==> config.mk <==
export PLATFORM = sky130hd
export DESIGN_NAME = dcms_top
export DESIGN_NICKNAME = d
export VERILOG_FILES = /design/src/core/dcms_pkg.sv /design/src/core/dcms_rate_gen.sv /design/src/core/dcms_top.sv
export VERILOG_INCLUDE_DIRS = /design/src /design/src/core
export SDC_FILE = /design/constraint.sdc
export NUM_CORES = 1
export LEC_CHECK = 0
export ABC_AREA = 0
export BUFFER_PORTS_ARGS = -buffer_cell sky130_fd_sc_hd__buf_2
export CELL_PAD_IN_SITES_DETAIL_PLACEMENT = 0
export CELL_PAD_IN_SITES_GLOBAL_PLACEMENT = 1
export CORE_MARGIN = 2
export CORE_UTILIZATION = 44
export CTS_CLUSTER_DIAMETER = 60
export DETAILED_ROUTE_END_ITERATION = 12
export GPL_ROUTABILITY_DRIVEN = 0
export GPL_TIMING_DRIVEN = 1
export PLACE_DENSITY_LB_ADDON = 0.1
export SLEW_MARGIN = 15
export SYNTH_ARGS = -nofsm -noshare
export SYNTH_HDL_FRONTEND = slang
export SYNTH_SLANG_ARGS = --single-unit
==> constraint.sdc <==
create_clock -name ref_clk -period 7.3 [get_ports ref_clk]
set_input_delay 1.46 -clock ref_clk [delete_from_list [all_inputs] [get_ports ref_clk]]
set_output_delay 1.46 -clock ref_clk [all_outputs]
set_load 0.02 [all_outputs]
==> src/core/dcms_params.svh <==
/*
  Constants of the dual converter mode sequencer: register addresses,
  reset values, field positions, mode codes and cadence counts.
  Assumes inclusion by bare name from every file that needs them.
*/
// Functional notes
// - Idle holds filter and modulator in reset, modulator clocks keep running.
// - Single mode converts once per enabled converter, then mode returns to power-down.
// - Continuous mode refreshes results at the filter rate register cadence.
// - Internal zero-scale calibration shorts each enabled converter input internally.
// - Internal full-scale calibration connects the reference chosen by its select bit.
// - Any mode field write resets both converters, except auxiliary-only cases.
// - Primary control write while enabled, or primary enable rising, resets both.
// - Auxiliary control write or auxiliary enable rising resets only the auxiliary.
// - Auxiliary realigns to primary outputs; first result within three primary periods.
// - Writing a calibration code clears both ready flags, then calibration starts.
// - Calibration end writes coefficients, updates status, sets mode to power-down.
// - Auxiliary calibration on temperature sensor skips coefficients, sets ready and error.
// - Primary control resets to 07H: int ref (XREF bit 6 clear), channel pair, unipolar, range.
// - Mode code 000 is power-down and the reset default.
// - A set ready flag blocks further result or coefficient writes.
`ifndef DCMS_PARAMS_SVH
`define DCMS_PARAMS_SVH

// Register addresses
`define DCMS_ADDR_MODE     8'hd1
`define DCMS_ADDR_PCTRL    8'hd2
`define DCMS_ADDR_ACTRL    8'hd3
`define DCMS_ADDR_RATE     8'hd4
`define DCMS_ADDR_STAT     8'hd8

// Reset values
`define DCMS_MODE_RST      8'h00
`define DCMS_PCTRL_RST     8'h07
`define DCMS_ACTRL_RST     8'h00
`define DCMS_RATE_RST      8'h45

// Field positions
`define DCMS_MODE_PEN      5
`define DCMS_MODE_AEN      4
`define DCMS_CTRL_XREF     6
`define DCMS_CTRL_MASK     8'h7f
`define DCMS_ACTRL_MASK    8'h78
`define DCMS_MODE_MASK     8'h37

// Mode field codes
`define DCMS_MD_PDOWN      3'h0
`define DCMS_MD_IDLE       3'h1
`define DCMS_MD_SINGLE     3'h2
`define DCMS_MD_CONT       3'h3
`define DCMS_MD_IZS        3'h4
`define DCMS_MD_IFS        3'h5
`define DCMS_MD_SZS        3'h6
`define DCMS_MD_SFS        3'h7

// Auxiliary channel code that routes the temperature sensor
`define DCMS_ACH_TEMP      2'h2
`define DCMS_ACH_HI        5
`define DCMS_ACH_LO        4

// Cadence: period = (rate + 1) << shift core cycles
`define DCMS_RATE_SHIFT    4
`define DCMS_SETTLE_LAST   2'h2

`endif

==> src/core/dcms_pkg.sv <==
/*
  Types of the dual converter mode sequencer: state records of the
  cadence generator and of the top-level sequencer.
  Assumes the constants header is compiled alongside.
*/
`default_nettype none

package dcms_pkg;

  // Cadence generator state
  typedef struct packed {
    logic [15:0] cnt;
    logic        tick;
  } dcms_rate_st_t;

  // Register file of the sequencer
  typedef struct packed {
    logic       pen;
    logic       aen;
    logic [2:0] md;
    logic [7:0] pctrl;
    logic [7:0] actrl;
    logic [7:0] rate;
  } dcms_regs_t;

  // Status flags
  typedef struct packed {
    logic primary_ready_flag;
    logic aux_ready_flag;
    logic cal;
    logic noxref;
    logic err0;
    logic aux_error_flag;
  } dcms_flags_t;

  // Analog-side controls, all registered
  typedef struct packed {
    logic p_filt_rst;
    logic a_filt_rst;
    logic p_pwr_dn;
    logic a_pwr_dn;
    logic mod_clk_run;
    logic p_short;
    logic a_short;
    logic p_ref_conn;
    logic a_ref_conn;
  } dcms_ana_t;

  // Whole sequencer state
  typedef struct packed {
    dcms_regs_t  regs;
    dcms_flags_t flg;
    dcms_ana_t   ana;
    logic [1:0]  p_settle;
    logic [1:0]  a_settle;
    logic        p_done;
    logic        a_done;
    logic        restart;
    logic [23:0] p_result;
    logic [15:0] a_result;
    logic [23:0] p_offset;
    logic [23:0] p_gain;
    logic [15:0] a_offset;
    logic [15:0] a_gain;
    logic [7:0]  rdata;
  } dcms_state_t;

endpackage

`default_nettype wire

==> src/core/dcms_rate_gen.sv <==
/*
  Output cadence generator: one tick per primary output period.
  Assumes restart is a registered pulse from the sequencer.
*/
`timescale 1ns/1ps
`default_nettype none
`include "dcms_params.svh"

module dcms_rate_gen (
  input  wire logic       ref_clk, // Core clock
  input  wire logic       rst_b,   // Sync reset, active low
  input  wire logic       restart, // Realign cadence to zero
  input  wire logic       run,     // Some converter is converting
  input  wire logic [7:0] rate,    // Filter rate register
  output logic            tick     // One-cycle output cadence pulse
);

  dcms_pkg::dcms_rate_st_t st_r;
  dcms_pkg::dcms_rate_st_t st_nxt;
  logic [15:0]             period_m1;

  // Period scales with the rate register
  assign period_m1 = (({8'h00, rate} + 16'h0001) << `DCMS_RATE_SHIFT) - 16'h0001;

  // Counter; stopped while nothing runs so cadence starts from a reset
  always_comb begin
    st_nxt      = st_r;
    st_nxt.tick = 1'b0;
    if (restart || !run) begin
      st_nxt.cnt = 16'h0000;
    end else if (st_r.cnt >= period_m1) begin
      st_nxt.cnt  = 16'h0000;
      st_nxt.tick = 1'b1;
    end else begin
      st_nxt.cnt = st_r.cnt + 16'h0001;
    end
  end

  always_ff @(posedge ref_clk) begin
    if (!rst_b) begin
      st_r <= '0;
    end else begin
      st_r <= st_nxt;
    end
  end

  assign tick = st_r.tick;

endmodule

`default_nettype wire

==> src/core/dcms_top.sv <==
/*
  Dual converter mode sequencer: mode, control, rate and status registers
  on the special function register port, conversion and calibration
  sequencing, and control levels towards both analog converters.
  Assumes a single-cycle register write/read strobe in the core clock
  domain and filter data that is valid whenever a cadence tick occurs.
*/
`timescale 1ns/1ps
`default_nettype none
`include "dcms_params.svh"

module dcms_top (
  input  wire logic        ref_clk,          // Core clock, 40 MHz
  input  wire logic        rst_b,            // Sync reset, active low
  input  wire logic        sfr_we,           // Register write strobe
  input  wire logic        sfr_re,           // Register read strobe
  input  wire logic [7:0]  sfr_addr,         // Register address
  input  wire logic [7:0]  sfr_wdata,        // Write data
  output logic      [7:0]  sfr_rdata,        // Read data, one cycle after sfr_re
  input  wire logic [23:0] prim_raw,         // Primary filter output word
  input  wire logic [15:0] aux_raw,          // Auxiliary filter output word
  input  wire logic        prim_clamp,       // Primary word clamped
  input  wire logic        aux_clamp,        // Auxiliary word clamped
  input  wire logic        ref_missing,      // External reference absent
  output logic             prim_filt_rst,    // Primary filter/modulator reset
  output logic             aux_filt_rst,     // Auxiliary filter/modulator reset
  output logic             prim_pwr_dn,      // Primary powered down
  output logic             aux_pwr_dn,       // Auxiliary powered down
  output logic             mod_clk_run,      // Modulator clocks supplied
  output logic             prim_in_short,    // Primary input internally shorted
  output logic             aux_in_short,     // Auxiliary input internally shorted
  output logic             prim_ref_conn,    // Primary input tied to reference
  output logic             aux_ref_conn,     // Auxiliary input tied to reference
  output logic [6:0]       prim_cfg,         // Primary control fields
  output logic [6:0]       aux_cfg,          // Auxiliary control fields
  output logic [23:0]      prim_result_regs, // Primary result
  output logic [15:0]      aux_result_regs,  // Auxiliary result
  output logic [23:0]      prim_offset_coef, // Primary offset coefficient
  output logic [23:0]      prim_gain_coef,   // Primary gain coefficient
  output logic [15:0]      aux_offset_coef,  // Auxiliary offset coefficient
  output logic [15:0]      aux_gain_coef     // Auxiliary gain coefficient
);

  dcms_pkg::dcms_state_t q_r;
  dcms_pkg::dcms_state_t q_nxt;
  logic                  tick;
  logic                  run;
  logic                  wr_mode;
  logic                  wr_pctrl;
  logic                  wr_actrl;
  logic                  rst_both;
  logic                  rst_aux;
  logic                  p_act;
  logic                  a_act;
  logic                  p_evt;
  logic                  a_evt;
  logic                  is_cal;
  logic                  one_shot;
  logic                  zero_scale;
  logic                  a_temp;
  logic [2:0]            md_n;

  // Cadence shared by both converters keeps the auxiliary in step
  dcms_rate_gen i_dcms_rate_gen (
    .ref_clk (ref_clk),
    .rst_b   (rst_b),
    .restart (q_r.restart),
    .run     (run),
    .rate    (q_r.regs.rate),
    .tick    (tick)
  );

  // Register write decode
  assign wr_mode  = sfr_we && (sfr_addr == `DCMS_ADDR_MODE);
  assign wr_pctrl = sfr_we && (sfr_addr == `DCMS_ADDR_PCTRL);
  assign wr_actrl = sfr_we && (sfr_addr == `DCMS_ADDR_ACTRL);

  // mode writes, except a lone auxiliary enable rise, and primary changes reset both
  assign rst_both = (wr_mode && ((sfr_wdata[2:0] != q_r.regs.md)
                                 || (sfr_wdata[`DCMS_MODE_PEN] != q_r.regs.pen)
                                 || !(sfr_wdata[`DCMS_MODE_AEN] && !q_r.regs.aen)))
                    || (wr_pctrl && q_r.regs.pen);
  assign rst_aux  = rst_both || wr_actrl
                    || (wr_mode && sfr_wdata[`DCMS_MODE_AEN] && !q_r.regs.aen);

  // only enabled converters follow the mode
  assign p_act = q_r.regs.pen && (q_r.regs.md >= `DCMS_MD_SINGLE);
  assign a_act = q_r.regs.aen && (q_r.regs.md >= `DCMS_MD_SINGLE);
  assign run   = p_act || a_act;

  assign is_cal     = q_r.regs.md[2];
  assign one_shot   = (q_r.regs.md == `DCMS_MD_SINGLE) || is_cal;
  assign zero_scale = !q_r.regs.md[0];
  assign a_temp     = (q_r.regs.actrl[`DCMS_ACH_HI:`DCMS_ACH_LO] == `DCMS_ACH_TEMP);

  // output after settling ticks, auxiliary counts primary cadence
  assign p_evt = tick && p_act && !q_r.p_done && (q_r.p_settle == `DCMS_SETTLE_LAST)
                 && !rst_both;
  assign a_evt = tick && a_act && !q_r.a_done && (q_r.a_settle == `DCMS_SETTLE_LAST)
                 && !rst_aux;

  always_comb begin
    q_nxt         = q_r;
    q_nxt.restart = rst_both;
    md_n          = q_r.regs.md;

    // Register writes
    if (wr_mode) begin
      q_nxt.regs.pen = sfr_wdata[`DCMS_MODE_PEN];
      q_nxt.regs.aen = sfr_wdata[`DCMS_MODE_AEN];
      md_n           = sfr_wdata[2:0];
      // new mode clears ready, calibration and error flags
      q_nxt.flg.primary_ready_flag = 1'b0;
      q_nxt.flg.aux_ready_flag = 1'b0;
      q_nxt.flg.cal  = 1'b0;
      q_nxt.flg.err0 = 1'b0;
      q_nxt.flg.aux_error_flag = 1'b0;
    end
    if (wr_pctrl) begin
      q_nxt.regs.pctrl = sfr_wdata & `DCMS_CTRL_MASK;
    end
    if (wr_actrl) begin
      q_nxt.regs.actrl = sfr_wdata & `DCMS_ACTRL_MASK;
    end
    if (sfr_we && (sfr_addr == `DCMS_ADDR_RATE)) begin
      q_nxt.regs.rate = sfr_wdata;
    end
    // Software clears a ready flag by writing it zero
    if (sfr_we && (sfr_addr == `DCMS_ADDR_STAT)) begin
      q_nxt.flg.primary_ready_flag = q_r.flg.primary_ready_flag && sfr_wdata[7];
      q_nxt.flg.aux_ready_flag = q_r.flg.aux_ready_flag && sfr_wdata[6];
    end

    // Settling counters restart on converter reset
    if (rst_both) begin
      q_nxt.p_settle = 2'h0;
      q_nxt.p_done   = 1'b0;
    end else if (tick && p_act && (q_r.p_settle != `DCMS_SETTLE_LAST)) begin
      q_nxt.p_settle = q_r.p_settle + 2'h1;
    end
    if (rst_aux) begin
      q_nxt.a_settle = 2'h0;
      q_nxt.a_done   = 1'b0;
    end else if (tick && a_act && (q_r.a_settle != `DCMS_SETTLE_LAST)) begin
      q_nxt.a_settle = q_r.a_settle + 2'h1;
    end

    // results land only while ready is clear; set wins over clear
    if (p_evt && !q_r.flg.primary_ready_flag) begin
      if (!is_cal) begin
        q_nxt.p_result = prim_raw;
        q_nxt.flg.err0 = prim_clamp;
      end else if (zero_scale) begin
        q_nxt.p_offset = prim_raw;
      end else begin
        q_nxt.p_gain = prim_raw;
      end
      q_nxt.flg.primary_ready_flag = 1'b1;
    end
    if (a_evt && !q_r.flg.aux_ready_flag) begin
      if (!is_cal) begin
        q_nxt.a_result = aux_raw;
        q_nxt.flg.aux_error_flag = aux_clamp;
      end else if (a_temp) begin
        q_nxt.flg.aux_error_flag = 1'b1;
      end else if (zero_scale) begin
        q_nxt.a_offset = aux_raw;
      end else begin
        q_nxt.a_gain = aux_raw;
      end
      q_nxt.flg.aux_ready_flag = 1'b1;
    end
    if (p_evt && one_shot) begin
      q_nxt.p_done = 1'b1;
    end
    if (a_evt && one_shot) begin
      q_nxt.a_done = 1'b1;
    end

    // one-shot modes fall back to power-down when all done
    if (!wr_mode && one_shot && run
        && (!p_act || q_r.p_done) && (!a_act || q_r.a_done)) begin
      md_n = `DCMS_MD_PDOWN;
      if (is_cal) begin
        q_nxt.flg.cal = 1'b1;
      end
    end
    q_nxt.regs.md = md_n;

    // Reference detect only while a converter runs
    q_nxt.flg.noxref = ref_missing && run;

    // idle and reset hold filters, modulator clocks stay on
    q_nxt.ana.p_filt_rst  = !p_act || rst_both;
    q_nxt.ana.a_filt_rst  = !a_act || rst_aux;
    q_nxt.ana.p_pwr_dn    = !q_r.regs.pen || (q_r.regs.md == `DCMS_MD_PDOWN);
    q_nxt.ana.a_pwr_dn    = !q_r.regs.aen || (q_r.regs.md == `DCMS_MD_PDOWN);
    q_nxt.ana.mod_clk_run = !q_nxt.ana.p_pwr_dn || !q_nxt.ana.a_pwr_dn;
    q_nxt.ana.p_short = p_act && (q_r.regs.md == `DCMS_MD_IZS);
    q_nxt.ana.a_short = a_act && (q_r.regs.md == `DCMS_MD_IZS);
    // internal full-scale picks reference by select bit
    q_nxt.ana.p_ref_conn = p_act && (q_r.regs.md == `DCMS_MD_IFS);
    q_nxt.ana.a_ref_conn = a_act && (q_r.regs.md == `DCMS_MD_IFS);

    // Registered read data; unmapped addresses read zero
    if (sfr_re) begin
      case (sfr_addr)
        `DCMS_ADDR_MODE: begin
          q_nxt.rdata = {2'h0, q_r.regs.pen, q_r.regs.aen, 1'b0, q_r.regs.md};
        end
        `DCMS_ADDR_PCTRL: begin
          q_nxt.rdata = q_r.regs.pctrl;
        end
        `DCMS_ADDR_ACTRL: begin
          q_nxt.rdata = q_r.regs.actrl;
        end
        `DCMS_ADDR_RATE: begin
          q_nxt.rdata = q_r.regs.rate;
        end
        `DCMS_ADDR_STAT: begin
          q_nxt.rdata = {q_r.flg, 2'h0};
        end
        default: begin
          q_nxt.rdata = 8'h00;
        end
      endcase
    end
  end

  always_ff @(posedge ref_clk) begin
    if (!rst_b) begin
      q_r             <= '0;
      q_r.regs.pctrl  <= `DCMS_PCTRL_RST;
      q_r.regs.actrl  <= `DCMS_ACTRL_RST;
      q_r.regs.rate   <= `DCMS_RATE_RST;
      q_r.regs.md     <= `DCMS_MD_PDOWN;
      q_r.ana.p_filt_rst <= 1'b1;
      q_r.ana.a_filt_rst <= 1'b1;
      q_r.ana.p_pwr_dn   <= 1'b1;
      q_r.ana.a_pwr_dn   <= 1'b1;
    end else begin
      q_r <= q_nxt;
    end
  end

  // Outputs straight from the state register
  assign sfr_rdata        = q_r.rdata;
  assign prim_filt_rst    = q_r.ana.p_filt_rst;
  assign aux_filt_rst     = q_r.ana.a_filt_rst;
  assign prim_pwr_dn      = q_r.ana.p_pwr_dn;
  assign aux_pwr_dn       = q_r.ana.a_pwr_dn;
  assign mod_clk_run      = q_r.ana.mod_clk_run;
  assign prim_in_short    = q_r.ana.p_short;
  assign aux_in_short     = q_r.ana.a_short;
  assign prim_ref_conn    = q_r.ana.p_ref_conn;
  assign aux_ref_conn     = q_r.ana.a_ref_conn;
  assign prim_cfg         = q_r.regs.pctrl[6:0];
  assign aux_cfg          = q_r.regs.actrl[6:0];
  assign prim_result_regs = q_r.p_result;
  assign aux_result_regs  = q_r.a_result;
  assign prim_offset_coef = q_r.p_offset;
  assign prim_gain_coef   = q_r.p_gain;
  assign aux_offset_coef  = q_r.a_offset;
  assign aux_gain_coef    = q_r.a_gain;

endmodule

`default_nettype wire

## Word-level counts from Yosys, hierarchy flattened

Index checks and enable logic that the tools add are counted.

| storage, ports and cells | value |
|---|---|
| logic and storage cells | 162 |
| input port bits | 63 |
| output and inout bits | 151 |
| flip-flop bits (word level) | 191 |

| cells by class | value |
|---|---|
| equality and inequality tests | 15 |
| $lt $le $gt $ge | 2 |
| add/subtract/negate cells | 5 |
| muxes and demuxes | 18 |
| bitwise gates (word level) | 4 |
| reductions and logical operators | 83 |

Operators with widths:

| kind | count |
|---|---|
| $eq 8x8->1 const B | 5 |
| $pmux 8 s5 | 1 |
| $logic_and 1x1->1 | 37 |
| $add 16x1->16 const B | 1 |
| $ge 16x16->1 | 1 |
| $sub 16x1->16 const B | 1 |
| $logic_not 1->1 | 15 |
| $logic_or 1x1->1 | 15 |
| $mux 1 | 14 |
| $add 8x1->9 const B | 1 |
| $reduce_and 4->1 | 2 |
| $reduce_or 2->1 | 4 |
| $eq 2x2->1 const B | 3 |
| $eq 3x3->1 const B | 2 |
| $reduce_and 3->1 | 2 |
| $reduce_bool 3->1 | 2 |
| $add 2x1->2 const B | 2 |
| $mux 2 | 2 |
| $ne 2x2->1 const B | 2 |
| $not 1->1 | 4 |
| $reduce_and 2->1 | 2 |
| $reduce_bool 2->1 | 2 |
| $eq 3x2->1 const B | 1 |
| $ge 3x2->1 const B | 1 |
| other kinds (5) | 5 |

## Depth between registers and ports, before layout

Gate-level depths: netlist of run 1.

| logic depth | value |
|---|---|
| depth in word-level cells | 12 |
| mapped depth | 13 |
| gate-level depth less buffers | 12 |

## Cells and area by module

Synthesis of run 1 repeated with hierarchy kept, for this count alone.

| second synthesis, totals | value |
|---|---|
| cell total of the unflattened synthesis | 1009 |
| area, all modules | 9218.8 um^2 |

By module, submodules not included:

| module | area an instance (um^2) | cells an instance | instances |
|---|---|---|---|
| dcms_top | 7985.2 | 862 | 1 |
| dcms_rate_gen | 1233.7 | 147 | 1 |

## Worst setup path after synthesis of run 1

Ideal clock, no wire load.

| path | value |
|---|---|
| path kind | input -> register |
| from | in sfr_addr[0] |
| to | reg q_r[145] in the netlist's numbering |
| setup time | 0.072 ns |
| stages | 7 |
| buffers on the path | 2 |
| arrival | 3.058 ns |
| path slack | 4.170 ns |
| cells stage by stage | or4b_1 nor3_4 nor2_2 nand3b_2 buf_6 buf_8 mux2i_1 |

| on the way | value |
|---|---|
| longest elaborated chain between the ends | 8 |
| elaborated cells between the ends (all ways) | 13 |
| classes of those cells | eq/ne (2); mux (3); reduce/logical (8) |

Ends and longest elaborated chain:

| item | line | text |
|---|---|---|
| start, declared | dcms_top.sv:17 | `input wire logic [7:0] sfr_addr,` |
| $eq 8x8->1 | -- |  |
| $logic_and 1x1->1, on equally long branches | dcms_top.sv:74, dcms_top.sv:75 |  |
| $logic_and 1x1->1, on equally long branches | dcms_top.sv:79, dcms_top.sv:82 |  |
| $logic_or 1x1->1 | dcms_top.sv:79 | `assign rst_both = (wr_mode && ((sfr_wdata[2:0] != q_r.regs.md)` |
| $logic_not 1->1 | dcms_top.sv:98 | `&& !rst_both;` |
| $logic_and 1x1->1 | dcms_top.sv:97 | `` assign p_evt = tick && p_act && !q_r.p_done && (q_r.p_settle == `DCMS_SETTLE_LAST) `` |
| $logic_and 1x1->1 | dcms_top.sv:149 | `if (p_evt && !q_r.flg.primary_ready_flag) begin` |
| $mux 1 * | dcms_top.sv:149 |  |
| end signal, assigned | dcms_top.sv:242 | `q_r <= q_nxt;` |
| end, declared | dcms_top.sv:44 | `dcms_pkg::dcms_state_t q_r;` |

Every way passes the cells marked *; elsewhere a longest branch is shown, timed or not.
A chain may end at the register's enable or synchronous reset.

## Worst setup path after layout of run 1

| path | value |
|---|---|
| from | in sfr_addr[5] |
| to | reg q_r, in the netlist prim_result_regs[14] |

| on the way | value |
|---|---|
| longest elaborated chain between the ends | 8 |
| elaborated cells between the ends (all ways) | 11 |
| classes of those cells | eq/ne (2); reduce/logical (9) |

Ends and longest elaborated chain:

| item | line |
|---|---|
| $eq 8x8->1 | -- |
| $logic_and 1x1->1, on equally long branches | dcms_top.sv:74, dcms_top.sv:75 |
| $logic_and 1x1->1, on equally long branches | dcms_top.sv:79, dcms_top.sv:82 |
| $logic_or 1x1->1 * | dcms_top.sv:79 |
| $logic_not 1->1 * | dcms_top.sv:98 |
| $logic_and 1x1->1 * | dcms_top.sv:97 |
| $logic_and 1x1->1 * | dcms_top.sv:149 |
| $reduce_and 2->1 (no source line) * | -- |

Marks and branches as above.

==> flow_metrics.py, run 1 <==
metrics = {
    "power": {
        "power.internal_mw": 1.52,
        "p_clk_share_pct": 45.4,
        "power_density_mw_per_mm2": 207,
        "pwr-share-comb_pct": 3.4,
        "p_seq_share_pct": 51.2,
        "switchingPower_uw": 509,
        "total_leakage_power_nw": 4.67,
        "vdd_drop_max_uv": 154,
        "netSwitchingFraction_pct": 25.0,
    },
    "sta": {
        "rsz0062_at_grt": "false",
        "final-setup-viol-count": 0,
        "worst_pin_slew_ns": 1.16,
        "slew_headroom_pct": 22.1,
        "fin_worst_skew_ns": 0.0148,
        "final_max_slew_viol_count": 0,
        "period_share_pct": 51.6,
        "finalHoldViolCount": 0,
        "fmax_mhz": 266,
        "fin_tns_setup_ns": 0,
        "finalCriticalPeriod_ns": 3.76,
    },
    "cells_and_area": {
        "layout-drive-gt1-share_pct": 24.9,
        "final_util_pct": 48.4,
        "n_antenna_cell": 0,
        "fill_cells": 2015,
        "layout.nets": 1127,
        "ff_latch_area_mm2": 0.00382,
        "area_growth_pct": 7.19,
        "final_common_cell": "nand2_1",
        "final_cell_mix": "216 x nand2_1, 209 x buf_2, 191 x dfxtp_1",
        "multi_input_area_mm2": 0.00395,
    },
    "drt": {
        "drtPass1Iterations": 7,
        "drt_wl_total_um": 20800,
        "via_count": 6540,
        "drtAntennaViolNets": 0,
        "drt_iter0_drc": 292,
        "drt_drc_violations_left": 0,
        "post_drt_wl_per_cell_um": 15.6,
        "viasPerCell": 4.91,
    },
    "clock_tree": {
        "cts_resized": 0,
        "clk_pin_slew_worst_paths_ns": 0.08,
        "cts_max_level": 4,
        "cts_root_buffer": "clkbuf_16",
        "cts_buffer_depth": 2,
        "cts_tree": "yes",
        "postCtsSetupRepairBufs": 0,
        "clock_latency_ns": 0.44,
        "cts_buffers": 17,
        "cts_hold_buffers": 0,
        "clock_sinks": 191,
    },
    "worst_setup_path": {
        "crit_arrival_ns": 4.11,
        "critPathMaxFanout": 25,
        "cp_slowest_cell": "nand3b_2",
        "path_class": "in -> reg",
        "cp_top_family": "simple AND/OR/NAND/NOR gates",
        "critPathBufInv": 1,
        "start_kind": "input port",
        "required_ns": 7.65,
        "crit_path_max_incr_delay_ns": 0.76,
        "crit_chain": "buf_2 -> and4b_1 -> nand4b_1 -> a31o_2 -> nand3b_2 -> mux2i_1",
        "end_kind": "flop",
    },
    "synthesis": {
        "synth_edf_count": 0,
        "synth_area_mm2": 0.00919,
        "ys_types": 63,
        "synth_warnings": 0,
        "syn_area_per_cell_um2": 9.12,
        "synth_ff_type": "dfxtp_1",
        "seq_area_frac_synth_pct": 41.6,
        "syn_inst": 1007,
        "async_flop_share_pct": 0,
        "synth_seq_cells": 191,
    },
    "outcome": {
        "status": "finished clean",
    },
    "place": {
        "port_buffers": 210,
        "place_hpwl_um": 14700,
    },
    "grt": {
        "grt_max_degree": 110,
        "grt_pass1_vias": 6148,
        "grt_use_total_pct": 19.0,
        "grt_pass1_wl_um": 33100,
        "grt-ovfl-total": 0,
        "grt_antenna_before_repair": 0,
    },
    "floorplanning": {
        "core_area_mm2": 0.0204,
        "initial_utilization_pct": 45.1,
        "die-area_mm2": 0.0220,
        "die_h_um": 148,
        "pin_count": 214,
        "rows": 52,
        "die_w_um": 148,
    },
    "job": {
        "max_cap_viol_count": 0,
    },
    "hold_path": {
        "hold_path_class": "reg -> reg",
    },
}
-- power by group through the flow --
| stage | clock network (mW) | logic (mW) | registers [mW] |
|---|---|---|---|
| floorplan | 0 | 0.0397 | 1.07 |
| global placement | 0 | 0.0700 | 1.07 |
| detailed placement | 0 | 0.0687 | 1.07 |
| CTS | 0.951 | 0.0690 | 1.04 |
| global route | 0.994 | 0.0760 | 1.04 |
| finish | 0.923 | 0.0688 | 1.04 |
-- state kept, by name (all words and copies together), names as in the netlist, 4 cells and up --
signal,count
prim_gain_coef,24
i_dcms_rate_gen.st_r,16
sfr_rdata,8
aux_cfg,4
aux_gain_coef,16
prim_cfg,7
prim_offset_coef,24
prim_result_regs,24
aux_offset_coef,16
aux_result_regs,16
q_r,25
-- worst paths after layout --
kind,from,endpoint,slack (ns),depth (start not counted)
max,sfr_addr[5],prim_result_regs[14],3.54,6
min,q_r[128],i_dcms_rate_gen.tick,0.44,1
max reg2reg,q_r[150],i_dcms_rate_gen.st_r[15],3.96,13
min reg2reg,q_r[128],i_dcms_rate_gen.tick,0.44,1
-- per-layer routing --
metal	track usage, %	share of wire, %	vias up
met5	0	0	-
met4	5.33	1.4	0
met3	4.05	5.6	25
met2	29.8	45	176
met1	26.5	48	3019
li1	-	-	3320
-- worst reg2reg max path, stage by stage (launching register included) --
cell and delay, ns:
dfxtp_1 0.47, ha_1 0.31, xor2_1 0.09, nor3_1 0.31, mux2i_1 0.23, a32oi_1 0.13
xor2_1 0.17, ha_1 0.30, a21o_1 0.18, a21o_1 0.18, a221oi_1 0.43, o211ai_1 0.13
buf_4 0.22, nor2_1 0.12
-- cells by family (layout without fill, tap and decap cells) --
group	Yosys count	after routing	synth area share, %
multiplexers	130	130	14.2
AND/OR/NAND/NOR	352	352	17.9
other	1	3	0.0408
XOR/XNOR	29	29	2.76
AO/OA/AOI/OAI	80	80	5.88
adder cells (fa/ha/maj)	16	16	2.18
flip-flops	191	191	41.6
buffers and inverters	208	260	15.4
-- metrics by stage --
stage	cells	hold slack [ns]	cell area (um^2)	total power [mW]	setup slack, ns
after floorplan	1009	0.399	9190	1.11	4.17
after global placement	1299	0.419	9250	1.14	3.15
after detailed placement	1299	0.424	9250	1.14	3.09
after CTS	1331	0.444	9850	2.06	3.55
after global routing	1331	0.456	9850	2.11	3.34
final	1331	0.442	9850	2.03	3.54
-- Yosys cell counts, types with 4 or more instances --
library cell	instances	share of area (%)
ha_1	16	2.2
buf_6	9	1.1
nand4_1	5	0.34
and3_1	9	0.61
clkbuf_1	36	1.5
xor2_1	15	1.4
xnor2_1	14	1.3
or3_1	5	0.34
a21oi_1	21	1.1
or2_2	4	0.27
a22o_1	4	0.38
dfxtp_1	191	42
nor2b_1	5	0.34
a21o_1	5	0.41
nor3_1	5	0.27
a221oi_1	7	0.67
nand3_1	28	1.5
buf_4	145	12
nand2_1	216	8.8
mux2i_1	130	14
nor2_1	46	1.9
inv_1	13	0.53
o21ai_0	18	0.98
-- cell type report --
cell class / count / share of cell area [%]
Multi-Input combinational cell: 610 / 40.1
Sequential cell: 191 / 38.8
Timing Repair Buffer: 214 / 11.0
Clock buffer: 17 / 4.32
Tap cell: 270 / 3.43
Clock inverter: 15 / 1.74
Inverter: 14 / 0.534
(Power assumes the default switching activity.)
==> run 2: changes to the inputs <==
Settings changed: CORE_UTILIZATION 44 to 41.
Clock period 7.3 ns to 3.8 ns, I/O delays scaled along.
==> run 2 against run 1 <==
Register-to-register slack got worse by 3.3 ns. Count of clock-buffer cells in the layout rose by 2. Power rose by 96%. Clock skew rose by 0.0032 ns. Clock power rose by 99%. Global-route usage fell by 1.3 points. Sequential share of layout area fell by 0.39 points. Cell area rose by 1.0%. Critical path type is now reg -> reg. Critical endpoint is now i_dcms_rate_gen.st_r[14].
==> flow_metrics.py, run 2 (synthesis results as in run 1) <==
metrics = {
    "clock_tree": {
        "clock_sinks": 191,
        "cts_hold_buffers": 0,
        "cts_tree": "yes",
        "clock_latency_ns": 0.43,
        "cts_buffer_depth": 2,
        "cts_buffers": 17,
        "cts_max_level": 4,
        "postCtsSetupRepairBufs": 0,
        "cts_resized": 0,
        "cts_root_buffer": "clkbuf_16",
        "clk_pin_slew_worst_paths_ns": 0.08,
    },
    "sta": {
        "rsz0062_at_grt": "false",
        "period_share_pct": 83.9,
        "fmax_mhz": 314,
        "final_max_slew_viol_count": 0,
        "slew_headroom_pct": 29.3,
        "finalHoldViolCount": 0,
        "fin_worst_skew_ns": 0.0180,
        "final-setup-viol-count": 0,
        "fin_tns_setup_ns": 0,
        "hold_ws_ns": 0.452,
        "worst_pin_slew_ns": 1.06,
        "finalCriticalPeriod_ns": 3.19,
    },
    "hold_path": {
        "hold_path_class": "reg -> reg",
        "min-delay-start": "aux_gain_coef[13]",
        "hold_depth": 2,
        "hold_end": "aux_gain_coef[13]",
    },
    "grt": {
        "grt_pass1_vias": 6185,
        "grt_pass1_wl_um": 34000,
        "grt_antenna_before_repair": 1,
        "grt_use_total_pct": 17.7,
        "grt_max_degree": 116,
        "grt-ovfl-total": 0,
    },
    "power": {
        "vdd_drop_max_uv": 234,
        "power_density_mw_per_mm2": 400,
        "power.total_mw": 3.98,
        "total_leakage_power_nw": 4.72,
    },
    "drt": {
        "drt_iter0_drc": 334,
        "post_drt_wl_per_cell_um": 15.6,
        "drt_drc_violations_left": 0,
        "drtPass1Iterations": 5,
        "drt_wl_total_um": 21000,
        "drtAntennaViolNets": 0,
        "via_count": 6566,
        "viasPerCell": 4.87,
    },
    "worst_setup_path": {
        "reg2reg_from": "q_r[150]",
        "r2r_end": "i_dcms_rate_gen.st_r[14]",
        "cp_slowest_cell": "a221oi_1",
        "cp-startpoint": "q_r[150]",
        "crit_chain": "ha_1 -> xor2_1 -> nor3_1 -> mux2i_1 -> a32oi_1 -> xor2_1 -> ha_1 -> a21o_1 -> a21o_1 -> a221oi_1 -> o211ai_1 -> buf_4 -> nor2_1",
        "required_ns": 4.16,
        "r2r_slack_ns": 0.61,
        "critPathMaxFanout": 15,
        "crit_path_max_incr_delay_ns": 0.38,
        "start_kind": "flop",
        "end_kind": "flop",
        "path_class": "reg -> reg",
        "rr_worst_depth": 13,
        "crit_arrival_ns": 3.55,
    },
    "floorplanning": {
        "rows": 54,
        "die_w_um": 154,
        "pin_count": 214,
        "die_h_um": 154,
        "initial_utilization_pct": 42.0,
        "core_area_mm2": 0.0219,
        "die-area_mm2": 0.0236,
    },
    "cells_and_area": {
        "final_common_cell": "nand2_1",
        "regMostFlops": "q_r",
        "area_growth_pct": 8.28,
        "layout.nets": 1133,
        "largest_reg_flops": 25,
        "multi_input_area_mm2": 0.00395,
        "final_cell_mix": "216 x nand2_1, 209 x buf_2, 191 x dfxtp_1",
        "layout-drive-gt1-share_pct": 25.2,
        "ff_latch_area_mm2": 0.00382,
        "fill_cells": 2205,
    },
    "job": {
        "max_cap_viol_count": 0,
    },
    "outcome": {
        "status": "finished clean",
    },
    "place": {
        "place_hpwl_um": 15000,
        "port_buffers": 210,
    },
}
[run 2: cell types whose count changed in the layout (fill, tap and decap cells not counted)]
cell       delta
clkbuf_8      +1
buf_4         +4
clkbuf_1      +1
clkinv_8      -3
bufinv_16     +2
diode_2       +1
buf_12        +2
inv_6         +1
inv_8         -2
[run 2: worst max-delay path by stage]
| stage | to | slack [ns] | cells past startpoint |
|---|---|---|---|
| after global routing | i_dcms_rate_gen.st_r[4] | 0.29 | 13 |
| after global placement | i_dcms_rate_gen.st_r[5] | 0.69 | 13 |
| after detailed placement | i_dcms_rate_gen.st_r[12] | 0.68 | 13 |
| after CTS | i_dcms_rate_gen.st_r[14] | 0.64 | 13 |
| after floorplan | i_dcms_rate_gen.st_r[10] | 0.78 | 13 |
| final | i_dcms_rate_gen.st_r[14] | 0.61 | 13 |
[run 2: cell type report]
class / instances / share of cell area, %
antenna: 1 / 0.0252
clock buffer: 19 / 4.45
tap: 280 / 3.52
timing repair buffer: 220 / 11.6
inverter: 14 / 0.528
clock inverter: 13 / 1.70
sequential: 191 / 38.4
multi-input combinational: 610 / 39.7
[run 2: stage by stage]
| stage | area, um^2 | setup WS (ns) | cells | util (%) |
|---|---|---|---|---|
| 3_3_place_gp | 9330 | 0.692 | 1315 | 42.6 |
| 5_1_grt | 9940 | 0.294 | 1347 | 45.4 |
| 6_report | 9950 | 0.614 | 1348 | 45.4 |
| 3_5_place_dp | 9330 | 0.682 | 1315 | 42.6 |
| 4_1_cts | 9940 | 0.643 | 1347 | 45.4 |
| 2_1_floorplan | 9190 | 0.781 | 1009 | - |
[run 2: critical path: cells and delay by family, from the launching register on]
family          cells  cell delay [ns]
compound gates      5             0.99
buf+inv             1             0.21
simple gates        2             0.42
flops               1             0.37
fa+ha+maj           2             0.57
mux                 1             0.23
xor+xnor            2             0.33
[run 2: power by group]
part / leakage, nW / switching (mW) / total (mW) / internal, mW
Combinational: 2.88 / 0.0936 / 0.137 / 0.0431
Sequential: 1.54 / 0.00125 / 2.00 / 2.00
Clock: 0.293 / 0.827 / 1.84 / 1.02
Total: 4.72 / 0.922 / 3.98 / 3.06
[run 2: per-layer routing]
metal	GRT usage (%)	vias up	routed length [um]
met4	4.67	0	238
li1	-	3328	-
met1	24.7	3059	10200
met3	4.20	16	1130
met2	27.6	163	9480
met5	0	-	0
==> run 3: changes to the inputs <==
Settings changed: ABC_AREA 0 to 1, CORE_UTILIZATION 41 to 39.
Clock period 3.8 ns to 3.2 ns, I/O delays scaled along.
==> run 3 against run 2 <==
Critical path type unchanged. Clock skew shrank 0.0024 ns. Sequential power rose by 19%. Combinational power is 4% higher. Global-route usage increased by 2.4 points. Worst setup slack worse by 0.26 ns. Wire length grew 16%. First-iteration DRC count rose by 13%. Maximum frequency increased by 12%. Via count increased by 12%. Highest routed layer is now met5. Core utilization down 2.0 points.
==> flow_metrics.py, run 3 <==
metrics = {
    "cells_and_area": {
        "regMostFlops": "q_r",
        "final_common_cell": "nand2_1",
        "final_cell_mix": "221 x nand2_1, 210 x buf_2, 191 x dfxtp_1",
        "area_growth_pct": 9.40,
        "final_cells": 1535,
        "largest_reg_flops": 25,
        "layout.nets": 1315,
        "layout-drive-gt1-share_pct": 23.4,
        "final_util_pct": 43.5,
    },
    "power": {
        "power_density_mw_per_mm2": 473,
        "vdd_drop_max_uv": 272,
        "total_leakage_power_nw": 4.32,
    },
    "drt": {
        "post_drt_wl_per_cell_um": 15.8,
        "drtAntennaViolNets": 0,
        "via_count": 7351,
        "drt_drc_violations_left": 0,
        "drt_iter0_drc": 379,
        "drtPass1Iterations": 5,
        "viasPerCell": 4.79,
        "drt_wl_total_um": 24300,
    },
    "synthesis": {
        "yosys.area.top_type_share_pct": 42.5,
        "synth_edf_count": 0,
        "synth_area_mm2": 0.00900,
        "async_flop_share_pct": 0,
        "yosysMostFrequentCell": "nand2_1",
        "synth_ff_type": "dfxtp_1",
        "synthTopCellsByArea": "dfxtp_1 42%, buf_4 13%, nand2_1 9.2%, a21oi_1 6.7%, nor2_1 5.9%",
        "synth_warnings": 0,
        "ys_types": 39,
        "seq_area_frac_synth_pct": 42.5,
        "syn_area_per_cell_um2": 7.61,
        "yosys.area.top_type": "dfxtp_1",
        "synth_seq_cells": 191,
        "netlist_top_cells_count": "221 x nand2_1, 191 x dfxtp_1, 151 x buf_4, 142 x nor2_1, 121 x a21oi_1",
        "syn_inst": 1183,
    },
    "sta": {
        "finalHoldViolCount": 0,
        "worst_pin_slew_ns": 0.954,
        "fin_worst_skew_ns": 0.0156,
        "final_max_slew_viol_count": 0,
        "fmax_mhz": 351,
        "final-setup-viol-count": 0,
        "finalCriticalPeriod_ns": 2.85,
        "period_share_pct": 89.1,
        "slew_headroom_pct": 36.4,
    },
    "worst_setup_path": {
        "crit_arrival_ns": 3.21,
        "end_kind": "flop",
        "reg2reg_from": "q_r[151]",
        "required_ns": 3.55,
        "path_class": "reg -> reg",
        "r2r_slack_ns": 0.35,
        "start_kind": "flop",
        "critPathMaxFanout": 16,
        "r2r_end": "i_dcms_rate_gen.st_r[14]",
        "rr_worst_depth": 19,
    },
    "floorplanning": {
        "pin_count": 214,
        "initial_utilization_pct": 39.7,
        "die_h_um": 156,
        "die_w_um": 156,
        "rows": 55,
        "die-area_mm2": 0.0243,
        "core_area_mm2": 0.0226,
    },
    "grt": {
        "grtUsageMet2_pct": 31.8,
        "grt_use_met1_pct": 26.8,
        "grt_use_total_pct": 20.2,
        "grtUsageMet3_pct": 5.67,
        "grt_pass1_wl_um": 38600,
        "grt_pass1_vias": 7104,
        "grt_antenna_before_repair": 2,
        "grt_max_degree": 87,
        "grt-ovfl-total": 0,
        "grt_busiest_layer": "met2",
    },
    "clock_tree": {
        "cts_hold_buffers": 0,
        "cts_max_level": 4,
        "clock_sinks": 191,
        "cts_root_buffer": "clkbuf_16",
        "cts_tree": "yes",
        "clock_latency_ns": 0.44,
        "cts_buffers": 17,
        "cts_buffer_depth": 2,
        "clk_pin_slew_worst_paths_ns": 0.08,
    },
    "place": {
        "placed_cells": 1501,
        "place_hpwl_um": 17100,
        "port_buffers": 210,
    },
    "outcome": {
        "status": "finished clean",
    },
    "hold_path": {
        "hold_end": "i_dcms_rate_gen.tick",
        "min-delay-start": "q_r[128]",
        "hold_path_class": "reg -> reg",
        "hold_depth": 1,
    },
    "job": {
        "max_cap_viol_count": 0,
    },
}
## run 3: worst max-delay path, stage by stage (launching register included)
cell,delay [ns]
dfxtp_1,0.37
ha_2,0.22
nand2_1,0.10
nor2_2,0.14
xor2_2,0.23
inv_1,0.06
nand4_1,0.11
nor2_1,0.06
nand2_1,0.11
xnor2_1,0.13
inv_1,0.06
ha_1,0.28
a21oi_1,0.12
o31ai_1,0.09
a21oi_1,0.12
nand2_1,0.07
inv_1,0.07
nand3_1,0.08
buf_6,0.19
nor3b_1,0.16
## run 3: metal layers
| layer | routed length [um] | part of all wire (%) |
|---|---|---|
| met5 | 13 | 0.053 |
| met4 | 417 | 1.7 |
| met3 | 1610 | 6.6 |
| met2 | 10800 | 44 |
| met1 | 11500 | 47 |
## run 3: cell type report
cell class / count / area [um^2]
Clock buffer: 17 / 425
Sequential cell: 191 / 3820
Inverter: 78 / 298
Antenna cell: 1 / 2.50
Clock inverter: 15 / 165
Tap cell: 285 / 357
Multi-Input combinational cell: 722 / 3600
Timing Repair Buffer: 226 / 1170
Fill cell: 2397 / 12800
## run 3: cell families (layout without fill, tap and decap cells)
| group | Yosys count | in the layout | share of synthesized area (%) |
|---|---|---|---|
| and+or+nand+nor | 486 | 486 | 23.7 |
| AOI/OAI and AO/OA | 191 | 191 | 11.0 |
| xor gates and xnor gates | 26 | 26 | 2.53 |
| other | 1 | 4 | 0.0417 |
| DFF | 191 | 191 | 42.5 |
| buffers and inverters | 272 | 336 | 18.0 |
| adders and majority gates | 16 | 16 | 2.22 |
## run 3: worst max-delay path by stage
stage                               endpoint      from  slack (ns)  cells after the start
finish              i_dcms_rate_gen.st_r[14]  q_r[151]        0.35                     19
global placement    i_dcms_rate_gen.st_r[14]  q_r[151]        0.34                     19
CTS                 i_dcms_rate_gen.st_r[14]  q_r[151]        0.30                     19
detailed placement  i_dcms_rate_gen.st_r[15]  q_r[150]        0.31                     19
global route        i_dcms_rate_gen.st_r[14]  q_r[150]       -0.02                     19
floorplan           i_dcms_rate_gen.st_r[10]  q_r[150]        0.46                     19
## run 3: power by group
group / switching (mW) / leakage, nW / internal [mW]
Clock: 1.08 / 0.290 / 1.05
Sequential: 0.00123 / 1.54 / 2.38
Combinational: 0.101 / 2.50 / 0.0417
## run 3: through the flow
stage / setup WS (ns) / cell area, um^2 / setup TNS, ns / hold slack, ns / power (mW)
6_report: 0.349 / 9840 / 0 / 0.421 / 4.65
5_1_grt: -0.0170 / 9840 / -0.0170 / 0.453 / 4.82
4_1_cts: 0.298 / 9800 / 0 / 0.428 / 4.72
3_5_place_dp: 0.313 / 9210 / 0 / 0.417 / 2.58
3_3_place_gp: 0.337 / 9210 / 0 / 0.410 / 2.58
2_1_floorplan: 0.463 / 9010 / 0 / 0.398 / 2.50
## run 3: repair_timing
| action | CTS | global route |
|---|---|---|
| endpoints found under the hold margin | 0 | 0 |
| resized for setup | 0 | 8 |
| buffers inserted | 0 | 1 |
| setup endpoints to repair | 0 | 16 |
